===== config.mk =====
export PLATFORM = sky130hd
export DESIGN_NAME = gmb_reg_bank
export DESIGN_NICKNAME = d
export VERILOG_FILES = /design/src/logic/gmb_pkg.sv /design/src/logic/gmb_crc16_byte.sv /design/src/logic/gmb_reg_bank.sv
export SDC_FILE = /design/constraint.sdc
export NUM_CORES = 1
export LEC_CHECK = 0
export BUFFER_PORTS_ARGS = -buffer_cell sky130_fd_sc_hd__buf_4
export CAP_MARGIN = 5
export CORE_MARGIN = 3
export CORE_UTILIZATION = 50
export CTS_BUF_LIST = sky130_fd_sc_hd__clkbuf_2 sky130_fd_sc_hd__clkbuf_4 sky130_fd_sc_hd__clkbuf_8
export DETAILED_ROUTE_END_ITERATION = 8
export PLACE_DENSITY = 0.74
export SETUP_SLACK_MARGIN = 0.4
export SLEW_MARGIN = 30
export SYNTH_ARGS = -nofsm -noshare
export SYNTH_HDL_FRONTEND = slang
export SYNTH_HIERARCHICAL = 1
export SYNTH_SLANG_ARGS = --single-unit

===== constraint.sdc =====
create_clock -name REF_CLK -period 15.1 [get_ports REF_CLK]
set_input_delay 1.51 -clock REF_CLK [delete_from_list [all_inputs] [get_ports REF_CLK]]
set_output_delay 1.51 -clock REF_CLK [all_outputs]
set_load 0.01 [all_outputs]

===== src/logic/gmb_pkg.sv =====
// Constants shared by the gripper register bank and its checksum unit
package gmb_pkg;

   // ---------------------------------------------------------------
   // Register addresses (16-bit protocol addresses)
   // ---------------------------------------------------------------
   localparam logic [15:0] REG_INIT_CMD = 16'h0100;
   localparam logic [15:0] REG_GRIP_FORCE = 16'h0101;
   localparam logic [15:0] REG_TARGET_POS = 16'h0103;
   localparam logic [15:0] REG_MOVE_SPEED = 16'h0104;
   localparam logic [15:0] REG_INIT_DONE = 16'h0200;
   localparam logic [15:0] REG_MOTION_STATE = 16'h0201;
   localparam logic [15:0] REG_ACTUAL_POS = 16'h0202;
   localparam logic [15:0] REG_SAVE_FLASH = 16'h0300;
   localparam logic [15:0] REG_HOME_DIR = 16'h0301;
   localparam logic [15:0] REG_NODE_ADDR = 16'h0302;
   localparam logic [15:0] REG_RATE_CODE = 16'h0303;

   // ---------------------------------------------------------------
   // Function codes and frame fields
   // ---------------------------------------------------------------
   localparam logic [7:0] FC_READ_HOLD = 8'h03;
   localparam logic [7:0] FC_READ_INPUT = 8'h04;
   localparam logic [7:0] FC_WRITE_ONE = 8'h06;
   localparam logic [7:0] FC_WRITE_MULTI = 8'h10;
   localparam logic [7:0] BYTE_COUNT_ONE = 8'h02;
   localparam logic [15:0] QTY_ONE = 16'h0001;
   localparam logic [3:0] LEN_SHORT = 4'h8;
   localparam logic [3:0] LEN_MULTI = 4'hB;
   localparam logic [2:0] LEN_ECHO = 3'h6;
   localparam logic [2:0] LEN_READ = 3'h5;

   // ---------------------------------------------------------------
   // Command codes and legal ranges
   // ---------------------------------------------------------------
   localparam logic [15:0] INIT_HOME = 16'h0001;
   localparam logic [15:0] INIT_FULL = 16'h00A5;
   localparam logic [15:0] SAVE_GO = 16'h0001;
   localparam logic [15:0] FORCE_MIN = 16'h0014;
   localparam logic [15:0] FORCE_MAX = 16'h0064;
   localparam logic [15:0] POS_MAX = 16'h03E8;
   localparam logic [15:0] SPEED_MIN = 16'h0001;
   localparam logic [15:0] SPEED_MAX = 16'h0064;
   localparam logic [15:0] NODE_MIN = 16'h0001;
   localparam logic [15:0] NODE_MAX = 16'h00F7;
   localparam logic [15:0] RATE_MAX = 16'h0005;
   localparam logic [15:0] DIR_MAX = 16'h0001;

   // ---------------------------------------------------------------
   // Reset values
   // ---------------------------------------------------------------
   localparam logic [15:0] FORCE_RST = 16'h0064;
   localparam logic [15:0] TARGET_RST = 16'h0000;
   localparam logic [15:0] SPEED_RST = 16'h0064;
   localparam logic DIR_RST = 1'b0;
   localparam logic [7:0] NODE_RST = 8'h01;
   localparam logic [2:0] RATE_RST = 3'h0;

   // ---------------------------------------------------------------
   // Checksum
   // ---------------------------------------------------------------
   localparam logic [15:0] CRC_INIT = 16'hFFFF;
   localparam logic [15:0] CRC_POLY = 16'hA001;
   localparam logic [15:0] CRC_RESIDUE = 16'h0000;

   // ---------------------------------------------------------------
   // Timing: least length of a flash save
   // ---------------------------------------------------------------
   localparam int CLK_HZ = 40000000;
   localparam int SAVE_MIN_MS = 1000;
   localparam int SAVE_CYCLES = (CLK_HZ / 1000) * SAVE_MIN_MS;

endpackage


===== src/logic/gmb_crc16_byte.sv =====
// One-byte update of the 16-bit frame checksum
`timescale 1ns/100ps
`default_nettype none

module gmb_crc16_byte (
   input wire logic [15:0] crc_in,
   input wire logic [7:0] data_in,
   output logic [15:0] crc_out
);

   // ---------------------------------------------------------------
   // Reflected shift, eight bits, low bit first
   // ---------------------------------------------------------------
   always_comb begin
      logic [15:0] c;
      c = crc_in ^ {8'h00, data_in};
      for (int i = 0; i < 8; i++) begin
         if (c[0]) begin
            c = (c >> 1) ^ gmb_pkg::CRC_POLY;
         end else begin
            c = c >> 1;
         end
      end
      crc_out = c;
   end

endmodule
`default_nettype wire


===== src/logic/gmb_reg_bank.sv =====
// Serial-bus holding register bank of the gripper
`timescale 1ns/100ps
`default_nettype none

module gmb_reg_bank #(
   parameter int SAVE_CYCLES = gmb_pkg::SAVE_CYCLES
) (
   input wire logic REF_CLK,
   input wire logic SYS_RST,
   input wire logic [7:0] RX_BYTE,
   input wire logic RX_VALID,
   input wire logic RX_GAP,
   input wire logic TX_READY,
   output logic [7:0] TX_BYTE,
   output logic TX_VALID,
   input wire logic HOME_BUSY,
   input wire logic HOME_OK,
   input wire logic [1:0] GRIP_STATE,
   input wire logic [15:0] ACT_POS,
   input wire logic FLASH_DONE,
   output logic HOME_START,
   output logic HOME_FULL,
   output logic HOME_DIR,
   output logic MOVE_START,
   output logic [15:0] FORCE_PCT,
   output logic [15:0] TARGET_POS,
   output logic [15:0] SPEED_PCT,
   output logic [7:0] NODE_ADDR,
   output logic [2:0] RATE_CODE,
   output logic FLASH_SAVE
);

   // ---------------------------------------------------------------
   // State types
   // ---------------------------------------------------------------
   typedef enum logic [1:0] {
      GMB_RX = 2'b00,   // Collecting a frame
      GMB_SAVE = 2'b01, // Waiting for flash save to end
      GMB_TX = 2'b10    // Sending the reply
   } gmb_phase_t;

   typedef struct packed {
      gmb_phase_t ph;
      logic [10:0][7:0] rx;   // Received bytes
      logic [3:0] rx_cnt;     // Bytes received so far
      logic rx_over;          // Frame longer than any we serve
      logic [15:0] rx_crc;    // Running checksum of the frame
      logic [5:0][7:0] tx;    // Reply body, checksum excluded
      logic [2:0] tx_len;
      logic [2:0] tx_idx;
      logic [15:0] tx_crc;
      logic [7:0] tx_byte;
      logic tx_stb;
      logic [15:0] force_v;
      logic [15:0] target;
      logic [15:0] speed;
      logic dir;
      logic [7:0] node;
      logic [2:0] rate;
      logic home_start;
      logic home_full;
      logic move_start;
      logic save_req;
      logic [31:0] save_cnt;  // Cycles spent in the save
      logic flash_seen;       // Flash finished while counting
   } gmb_state_t;

   gmb_state_t s_q;
   gmb_state_t s_d;

   // ---------------------------------------------------------------
   // Checksum units: one for receive, one for reply
   // ---------------------------------------------------------------
   logic [15:0] rx_crc_next;
   logic [15:0] tx_crc_next;
   logic [7:0] tx_body_byte;

   gmb_crc16_byte u_rx_crc (
      .crc_in(s_q.rx_crc),
      .data_in(RX_BYTE),
      .crc_out(rx_crc_next)
   );

   gmb_crc16_byte u_tx_crc (
      .crc_in(s_q.tx_crc),
      .data_in(tx_body_byte),
      .crc_out(tx_crc_next)
   );

   // Body byte at the reply index; zero past the body
   always_comb begin
      if (s_q.tx_idx < s_q.tx_len) begin
         tx_body_byte = s_q.tx[s_q.tx_idx];
      end else begin
         tx_body_byte = 8'h00;
      end
   end

   // ---------------------------------------------------------------
   // Frame decode
   // ---------------------------------------------------------------
   logic [7:0] fc;
   logic [15:0] reg_a;
   logic [15:0] qty;
   logic [15:0] wval;
   logic is_read;
   logic is_write;
   logic frame_ok;
   logic [15:0] rd_val;

   always_comb begin
      fc = s_q.rx[1];
      reg_a = {s_q.rx[2], s_q.rx[3]};
      qty = {s_q.rx[4], s_q.rx[5]};
      is_read = (fc == gmb_pkg::FC_READ_HOLD) ||
                (fc == gmb_pkg::FC_READ_INPUT);
      is_write = 1'b0;
      wval = {s_q.rx[4], s_q.rx[5]};
      if (fc == gmb_pkg::FC_WRITE_ONE) begin
         is_write = (s_q.rx_cnt == gmb_pkg::LEN_SHORT);
      end else if (fc == gmb_pkg::FC_WRITE_MULTI) begin
         // Only a one-register block write is served
         wval = {s_q.rx[7], s_q.rx[8]};
         is_write = (s_q.rx_cnt == gmb_pkg::LEN_MULTI) &&
                    (qty == gmb_pkg::QTY_ONE) &&
                    (s_q.rx[6] == gmb_pkg::BYTE_COUNT_ONE);
      end
      is_read = is_read && (s_q.rx_cnt == gmb_pkg::LEN_SHORT) &&
                (qty == gmb_pkg::QTY_ONE);
      // Bad checksum, foreign address or odd shape: silently dropped
      frame_ok = !s_q.rx_over && (s_q.rx_crc == gmb_pkg::CRC_RESIDUE) &&
                 (s_q.rx[0] == s_q.node) &&
                 (is_read || is_write);
   end

   // Read value by address; unmapped and reserved read zero
   always_comb begin
      case (reg_a)
         gmb_pkg::REG_INIT_CMD: rd_val = {15'h0000, HOME_BUSY};
         gmb_pkg::REG_GRIP_FORCE: rd_val = s_q.force_v;
         gmb_pkg::REG_TARGET_POS: rd_val = s_q.target;
         gmb_pkg::REG_MOVE_SPEED: rd_val = s_q.speed;
         gmb_pkg::REG_INIT_DONE: rd_val = {15'h0000, HOME_OK};
         // Motion side encodes 0..3 incl. dropped-object case
         gmb_pkg::REG_MOTION_STATE: begin
            rd_val = {14'h0000, GRIP_STATE};
         end
         gmb_pkg::REG_ACTUAL_POS: rd_val = ACT_POS;
         gmb_pkg::REG_SAVE_FLASH: rd_val = 16'h0000;
         gmb_pkg::REG_HOME_DIR: rd_val = {15'h0000, s_q.dir};
         gmb_pkg::REG_NODE_ADDR: rd_val = {8'h00, s_q.node};
         gmb_pkg::REG_RATE_CODE: rd_val = {13'h0000, s_q.rate};
         default: rd_val = 16'h0000;
      endcase
   end

   // ---------------------------------------------------------------
   // Next-state logic
   // ---------------------------------------------------------------
   always_comb begin
      s_d = s_q;
      // Command strobes last one cycle
      s_d.home_start = 1'b0;
      s_d.move_start = 1'b0;
      s_d.save_req = 1'b0;
      s_d.tx_stb = 1'b0;
      case (s_q.ph)
         GMB_RX: begin
            if (RX_GAP) begin
               // Silence closes the frame; a byte in this cycle is lost
               s_d.rx_cnt = 4'h0;
               s_d.rx_over = 1'b0;
               s_d.rx_crc = gmb_pkg::CRC_INIT;
               s_d.tx_idx = 3'h0;
               s_d.tx_crc = gmb_pkg::CRC_INIT;
               if (frame_ok) begin
                  s_d.ph = GMB_TX;
                  // Write reply echoes the first six bytes
                  s_d.tx = s_q.rx[5:0];
                  s_d.tx_len = gmb_pkg::LEN_ECHO;
                  if (is_read) begin
                     s_d.tx[2] = gmb_pkg::BYTE_COUNT_ONE;
                     s_d.tx[3] = rd_val[15:8];
                     s_d.tx[4] = rd_val[7:0];
                     s_d.tx_len = gmb_pkg::LEN_READ;
                  end else begin
                     // Out-of-range values are echoed but not stored
                     case (reg_a)
                        gmb_pkg::REG_INIT_CMD: begin
                           // Master is trusted to home first
                           if (wval == gmb_pkg::INIT_HOME) begin
                              s_d.home_start = 1'b1;
                              s_d.home_full = 1'b0;
                           end else if (wval == gmb_pkg::INIT_FULL) begin
                              s_d.home_start = 1'b1;
                              s_d.home_full = 1'b1;
                           end
                        end
                        gmb_pkg::REG_GRIP_FORCE: begin
                           if (wval >= gmb_pkg::FORCE_MIN &&
                               wval <= gmb_pkg::FORCE_MAX) begin
                              s_d.force_v = wval;
                           end
                        end
                        gmb_pkg::REG_TARGET_POS: begin
                           if (wval <= gmb_pkg::POS_MAX) begin
                              s_d.target = wval;
                              s_d.move_start = 1'b1;
                           end
                        end
                        gmb_pkg::REG_MOVE_SPEED: begin
                           if (wval >= gmb_pkg::SPEED_MIN &&
                               wval <= gmb_pkg::SPEED_MAX) begin
                              s_d.speed = wval;
                           end
                        end
                        gmb_pkg::REG_SAVE_FLASH: begin
                           if (wval == gmb_pkg::SAVE_GO) begin
                              // Reply held until the save ends
                              s_d.save_req = 1'b1;
                              s_d.save_cnt = 32'h0000_0000;
                              s_d.flash_seen = 1'b0;
                              s_d.ph = GMB_SAVE;
                           end
                        end
                        gmb_pkg::REG_HOME_DIR: begin
                           if (wval <= gmb_pkg::DIR_MAX) begin
                              s_d.dir = wval[0];
                           end
                        end
                        gmb_pkg::REG_NODE_ADDR: begin
                           if (wval >= gmb_pkg::NODE_MIN &&
                               wval <= gmb_pkg::NODE_MAX) begin
                              s_d.node = wval[7:0];
                           end
                        end
                        gmb_pkg::REG_RATE_CODE: begin
                           if (wval <= gmb_pkg::RATE_MAX) begin
                              s_d.rate = wval[2:0];
                           end
                        end
                        default: begin
                        end
                     endcase
                  end
               end
            end else if (RX_VALID) begin
               // Store while room; longer frames are marked bad
               if (s_q.rx_cnt < gmb_pkg::LEN_MULTI) begin
                  s_d.rx[s_q.rx_cnt] = RX_BYTE;
                  s_d.rx_cnt = s_q.rx_cnt + 4'h1;
               end else begin
                  s_d.rx_over = 1'b1;
               end
               s_d.rx_crc = rx_crc_next;
            end
         end
         GMB_SAVE: begin
            // Frames arriving now are not even collected
            s_d.flash_seen = s_q.flash_seen | FLASH_DONE;
            if (s_q.save_cnt < SAVE_CYCLES - 1) begin
               s_d.save_cnt = s_q.save_cnt + 32'h0000_0001;
            end else if (s_q.flash_seen || FLASH_DONE) begin
               s_d.ph = GMB_TX;
            end
         end
         GMB_TX: begin
            // One byte per ready cycle, idle cycle between bytes
            if (TX_READY && !s_q.tx_stb) begin
               s_d.tx_stb = 1'b1;
               s_d.tx_idx = s_q.tx_idx + 3'h1;
               if (s_q.tx_idx < s_q.tx_len) begin
                  s_d.tx_byte = tx_body_byte;
                  s_d.tx_crc = tx_crc_next;
               end else if (s_q.tx_idx == s_q.tx_len) begin
                  s_d.tx_byte = s_q.tx_crc[7:0];
               end else begin
                  s_d.tx_byte = s_q.tx_crc[15:8];
                  s_d.ph = GMB_RX;
               end
            end
         end
         default: begin
            s_d.ph = GMB_RX;
         end
      endcase
   end

   // ---------------------------------------------------------------
   // State register
   // ---------------------------------------------------------------
   always_ff @(posedge REF_CLK or posedge SYS_RST) begin
      if (SYS_RST) begin
         s_q <= '0;
         s_q.ph <= GMB_RX;
         s_q.rx_crc <= gmb_pkg::CRC_INIT;
         s_q.tx_crc <= gmb_pkg::CRC_INIT;
         s_q.force_v <= gmb_pkg::FORCE_RST;
         s_q.target <= gmb_pkg::TARGET_RST;
         s_q.speed <= gmb_pkg::SPEED_RST;
         s_q.dir <= gmb_pkg::DIR_RST;
         s_q.node <= gmb_pkg::NODE_RST;
         s_q.rate <= gmb_pkg::RATE_RST;
      end else begin
         s_q <= s_d;
      end
   end

   // ---------------------------------------------------------------
   // Outputs, all straight from the state register
   // ---------------------------------------------------------------
   assign TX_BYTE = s_q.tx_byte;
   assign TX_VALID = s_q.tx_stb;
   assign HOME_START = s_q.home_start;
   assign HOME_FULL = s_q.home_full;
   assign HOME_DIR = s_q.dir;
   assign MOVE_START = s_q.move_start;
   assign FORCE_PCT = s_q.force_v;
   assign TARGET_POS = s_q.target;
   assign SPEED_PCT = s_q.speed;
   assign NODE_ADDR = s_q.node;
   assign RATE_CODE = s_q.rate;
   assign FLASH_SAVE = s_q.save_req;

endmodule
`default_nettype wire


**After elaboration in Yosys (flattened, before gate mapping)**

Cells that the tools add are included.

- Flip-flop bits (word level): 287
- Input port bits: 34
- Output and inout bits: 73
- Logic and storage cells: 219

- $add $sub $neg: 3
- Magnitude comparators: 13
- Equal/unequal tests: 38
- Mux-type cells: 64
- Bitwise operators: 21
- Reduce and logical (&&, ||, !) cells: 42

Operators by type and width:

| operator | number |
|---|---|
| two-way mux 16 bit | 19 |
| case mux 16 bit (10 select lines) | 1 |
| equality test 16 x 10 -> 1 bit, second input constant | 7 |
| two-way mux 37 bit | 3 |
| bitwise mux 88 bit | 1 |
| two-way mux 34 bit | 2 |
| case mux 33 bit (2 select lines) | 1 |
| equality test 16 x 9 -> 1 bit, second input constant | 4 |
| inverter 2 -> 3 bit | 16 |
| AND reduction 6 bit | 8 |
| two-way mux 21 bit | 2 |
| two-way mux 8 bit | 5 |
| case mux 19 bit (2 select lines) | 1 |
| adder 32 x 1 -> 32 bit, second input constant | 1 |
| demux 8 bit (select 4 bit) | 1 |
| equality test 16 x 1 -> 1 bit, second input constant | 2 |
| less-than comparator 32 x 26 -> 1 bit, second input constant | 1 |
| two-way mux 32 bit | 1 |
| bitwise XOR 16 x 8 -> 16 bit | 2 |
| two-way mux 2 bit | 14 |
| two-way mux 28 bit | 1 |
| binary-select mux 8 bit (select 3 bit) | 1 |
| two-way mux 24 bit | 1 |
| != test 2 bit, second input constant | 12 |
| other kinds (40) | 74 |

**Depth between registers and ports, before layout**

- Depth after elaboration: 23
- Depth in mapped cells: 15
- Mapped depth without buffers: 11

**By module**

The synthesis kept the hierarchy.

By module, submodules not included:

| module | instances | cells an instance | area an instance (µm²) | sequential area each (µm²) |
|---|---|---|---|---|
| gmb_reg_bank | 1 | 1,246 | 13,411.6 | 6,830.3 |
| gmb_crc16_byte | 2 | 29 | 284.0 | 0.0 |

**Least setup slack after synthesis**

Ideal clock, no wire load.

- Path type: input port to flip-flop
- From: input port RX_GAP
- To: register s_q (netlist bit FORCE_PCT[0])
- Setup time: 125 ps
- Arrival: 3,559 ps
- Data required time: 14,975 ps
- Path slack: 11,416 ps
- Cell stages on the path: 8
- Buffers on the path: 2
- Path through: nor4b_1 -> nand4_1 -> or3_1 -> a2111o_1 -> and4bb_2 -> buf_6 -> buf_6 -> mux2_2

- Word-level cells in the longest chain between the ends: 1

RTL lines:

| element | RTL line | source |
|---|---|---|
| start: declaration | gmb_reg_bank.sv:12 | `input wire logic RX_GAP,` |
| AND reduction 6 bit (no line) | -- |  |
| end: declaration | gmb_reg_bank.sv:68 | `gmb_state_t s_q;` |

No other way between the ends.
A chain may end at the register's enable or synchronous reset.

**Final worst setup path**

- From: input port RX_GAP
- To: register s_q (netlist bit SPEED_PCT[3])

Same word-level chain as after synthesis.

==> flow_metrics.tcl <==
set metrics [dict create \
    drt_iter0_drc 907 \
    final.setup.tns_ps 0 \
    crit_path_end "SPEED_PCT[3]$_DFFE_PP0P_" \
    max_slew_margin 0.360 \
    netlist_instances 1304 \
    ant_nets 0 \
    power_frac_comb 0.114 \
    grt_pass1_wl_um 56000 \
    ys_async_sr_fraction 1.00 \
    synth-edff-count 0 \
    startpoint_type "input pin" \
    critPathCaptureType "flop" \
    tightestPinTransition_ps 951 \
    grt_max_degree 132 \
    synth_area_leaders "dfrtp_1 (42%), mux2_2 (11%), dfstp_2 (7.3%), nand2_1 (4.6%), buf_4 (4.1%)" \
    cts_htree_levels 2 \
    critPathKind "input pin to flop" \
    rrSetupSlack_ps 10820 \
    met2_usage 0.368 \
    p_leak_uw 0.00719 \
    min_path_type "flop to flop" \
    ctsResizeCount 0 \
    yosysMostFrequentCell "dfrtp_1" \
    cts_root_buf "clkbuf_8" \
    status "finished, final reports clean" \
    p_sw_frac 0.264 \
    setup_violations 0 \
    dieArea_um2 30000 \
    track_usage 0.229 \
    power.switching_uw 450 \
    reg2reg_depth 7 \
    r2r_start "fc[3]$_DFFE_PP0P_" \
    area_delta_synth_final_pct 11.3 \
    synth.distinct_cells 77 \
    globalplace.congestion 0.942 \
    grt_pass1_vias 10200 \
    diodes 0 \
    gr-total-overflow 0 \
    postPlaceCellArea_um2 14600 \
    cpMaxStageDelayCell "o2111a_1" \
    wl_per_cell_um 19.9 \
    place_ws_ps 10210 \
    multi_input_area_um2 6330 \
    pwr-share-clk 0.408 \
    synth_area_um2 14000 \
    grt_use_met1 0.316 \
    seqCellArea_um2 6830 \
    final.min_clock_period_ps 4360 \
    drc 0 \
    port_buffers 106 \
    cellPowerDensity_nw_per_um2 110 \
    yosysWarnings 6 \
    power_uw 1710 \
    dr.pass1.iters 6 \
    dieHeight_um 173 \
    yosysSeqAreaShare 0.489 \
    required_ps 15540 \
    nFillCells 2321 \
    rows 60 \
    internal_power_uw 1260 \
    dp_hpwl_um 24400 \
    wirelength_um 34800 \
    arrival_ps 4800 \
    cts_buffers 45 \
    stdcell_area_um2 15600 \
    min_from "s_q[127]$_DFFE_PP0P_" \
    cp_max_fo 22 \
    antenna_found_initial 0 \
    path_buf_inv 1 \
    synth_top_area_frac 0.415 \
    nets 1378 \
    peakVddDrop_mv 0.0650 \
    whs_ps 458 \
    slew_viol_final 0 \
    synth_ff_type "dfrtp_1" \
    die_w_um 173 \
    period_share 0.289 \
    insertion_delay_ps 560 \
    avgSynthCellArea_um2 10.7 \
    cts.clk_slew.worst_paths_ps 60 \
    r2r_end "SPEED_PCT[3]$_DFFE_PP0P_" \
    io_pins 107 \
    drive_above_1_share 0.306 \
    cts.hold.buffers_added 0 \
    cts_tree "yes" \
    initial_core_util 0.513 \
    detail_route.vias_per_cell 5.88 \
    power_frac_seq 0.478 \
    vias 10200 \
    grtUsageMet3 0.0423 \
    synth_top_area_cell "dfrtp_1" \
    cp-startpoint "RX_GAP" \
    synth_nets 1347 \
    clock_sinks 271 \
    hold_violations 0 \
    rsz0062_at_grt "no" \
    synthTopCellsByCount "dfrtp_1 (232), nand2_1 (172), mux2_2 (142)" \
    worst_slack_ps 10740 \
    max_stage_delay_ps 880 \
    post_cts_buffers 0 \
    core_um2 27300 \
    maxCapViolations 0 \
    cts.path.max_buffers 3 \
    crit_family "simple AND/OR/NAND/NOR gates" \
    clock_skew_ps 17.4 \
    synth_seq_cells 271 \
    path_cells "buf_4 -> nor4b_1 -> nand4_1 -> nor4_1 -> o2111a_1 -> o21a_1 -> nand3_1 -> mux2_2" \
    fmax_mhz 229 \
    path_depth 8 \
    grt.busiest_layer "met2" \
]
==> power groups by stage <==
stage / sequential (uW) / combinational, uW / clock [uW]
after CTS: 814 / 197 / 708
final: 816 / 195 / 696
after detailed placement: 827 / 196 / 0
after global routing: 820 / 214 / 744
after floorplan: 809 / 157 / 0
after global placement: 824 / 189 / 0
==> worst min-delay path: cells and delay by family (launching register included) <==
| kind | cells | cell delay, ps |
|---|---|---|
| flops | 1 | 330 |
| simple gates | 1 | 50 |
| buf+inv | 1 | 50 |
==> cell usage in the layout (no fill, tap or decap), types with 16 or more instances in the layout <==
master,instances
nor4_1,20
dfstp_2,39
xnor2_1,39
nand3_1,40
nor2b_1,23
nor3_1,23
nand2_1,172
a21oi_1,51
o22a_1,17
buf_4,113
clkbuf_4,16
clkbuf_8,57
nor2_1,54
o21ai_0,52
dfrtp_1,231
and2_1,34
a222oi_1,16
mux2_2,142
nand4_1,19
==> layer usage <==
| layer | routed length, um | part of all wire | vias up |
|---|---|---|---|
| met4 | 1210 | 0.035 | 0 |
| li1 | - | - | 4663 |
| met2 | 16000 | 0.46 | 406 |
| met1 | 15300 | 0.44 | 5085 |
| met3 | 2330 | 0.067 | 87 |
| met5 | 0 | 0 | - |
==> sequential cells by signal, indices dropped and copies added (netlist names), 8 cells and up <==
signal,count
s_q,158
FORCE_PCT,16
SPEED_PCT,16
TARGET_POS,16
qty,16
reg_a,16
NODE_ADDR,8
TX_BYTE,8
fc,8
==> how the worst min path moves through the flow <==
stage / cells after the start / slack (ps) / end
after floorplan: 2 / 420 / s_q[127]$_DFFE_PP0P_
after global placement: 2 / 440 / s_q[127]$_DFFE_PP0P_
after detailed placement: 2 / 440 / s_q[127]$_DFFE_PP0P_
after CTS: 2 / 460 / s_q[127]$_DFFE_PP0P_
after global routing: 2 / 490 / s_q[136]$_DFFE_PP0P_
final: 2 / 460 / s_q[127]$_DFFE_PP0P_
==> cells by family after synthesis <==
logic type | synth area share
and+or+nand+nor | 0.163
DFF | 0.489
AOI/OAI and AO/OA | 0.0996
adders and majority gates | 0.00806
buffers and inverters | 0.0616
muxes | 0.136
xor gates and xnor gates | 0.0434
==> through the flow <==
stage | util | std cells
final | 0.571 | 1743
after global routing | 0.571 | 1743
after CTS | 0.571 | 1743
after detailed placement | 0.534 | 1660
after global placement | 0.533 | 1659
after floorplan | - | 1304
==> cell type report <==
type,instances,share of cell area
Clock buffer,73,0.0581
Clock inverter,10,0.00555
Inverter,16,0.00466
Multi-Input combinational cell,887,0.407
Sequential cell,271,0.439
Tap cell,372,0.0299
Timing Repair Buffer,114,0.0558
(Power assumes the default switching activity.)
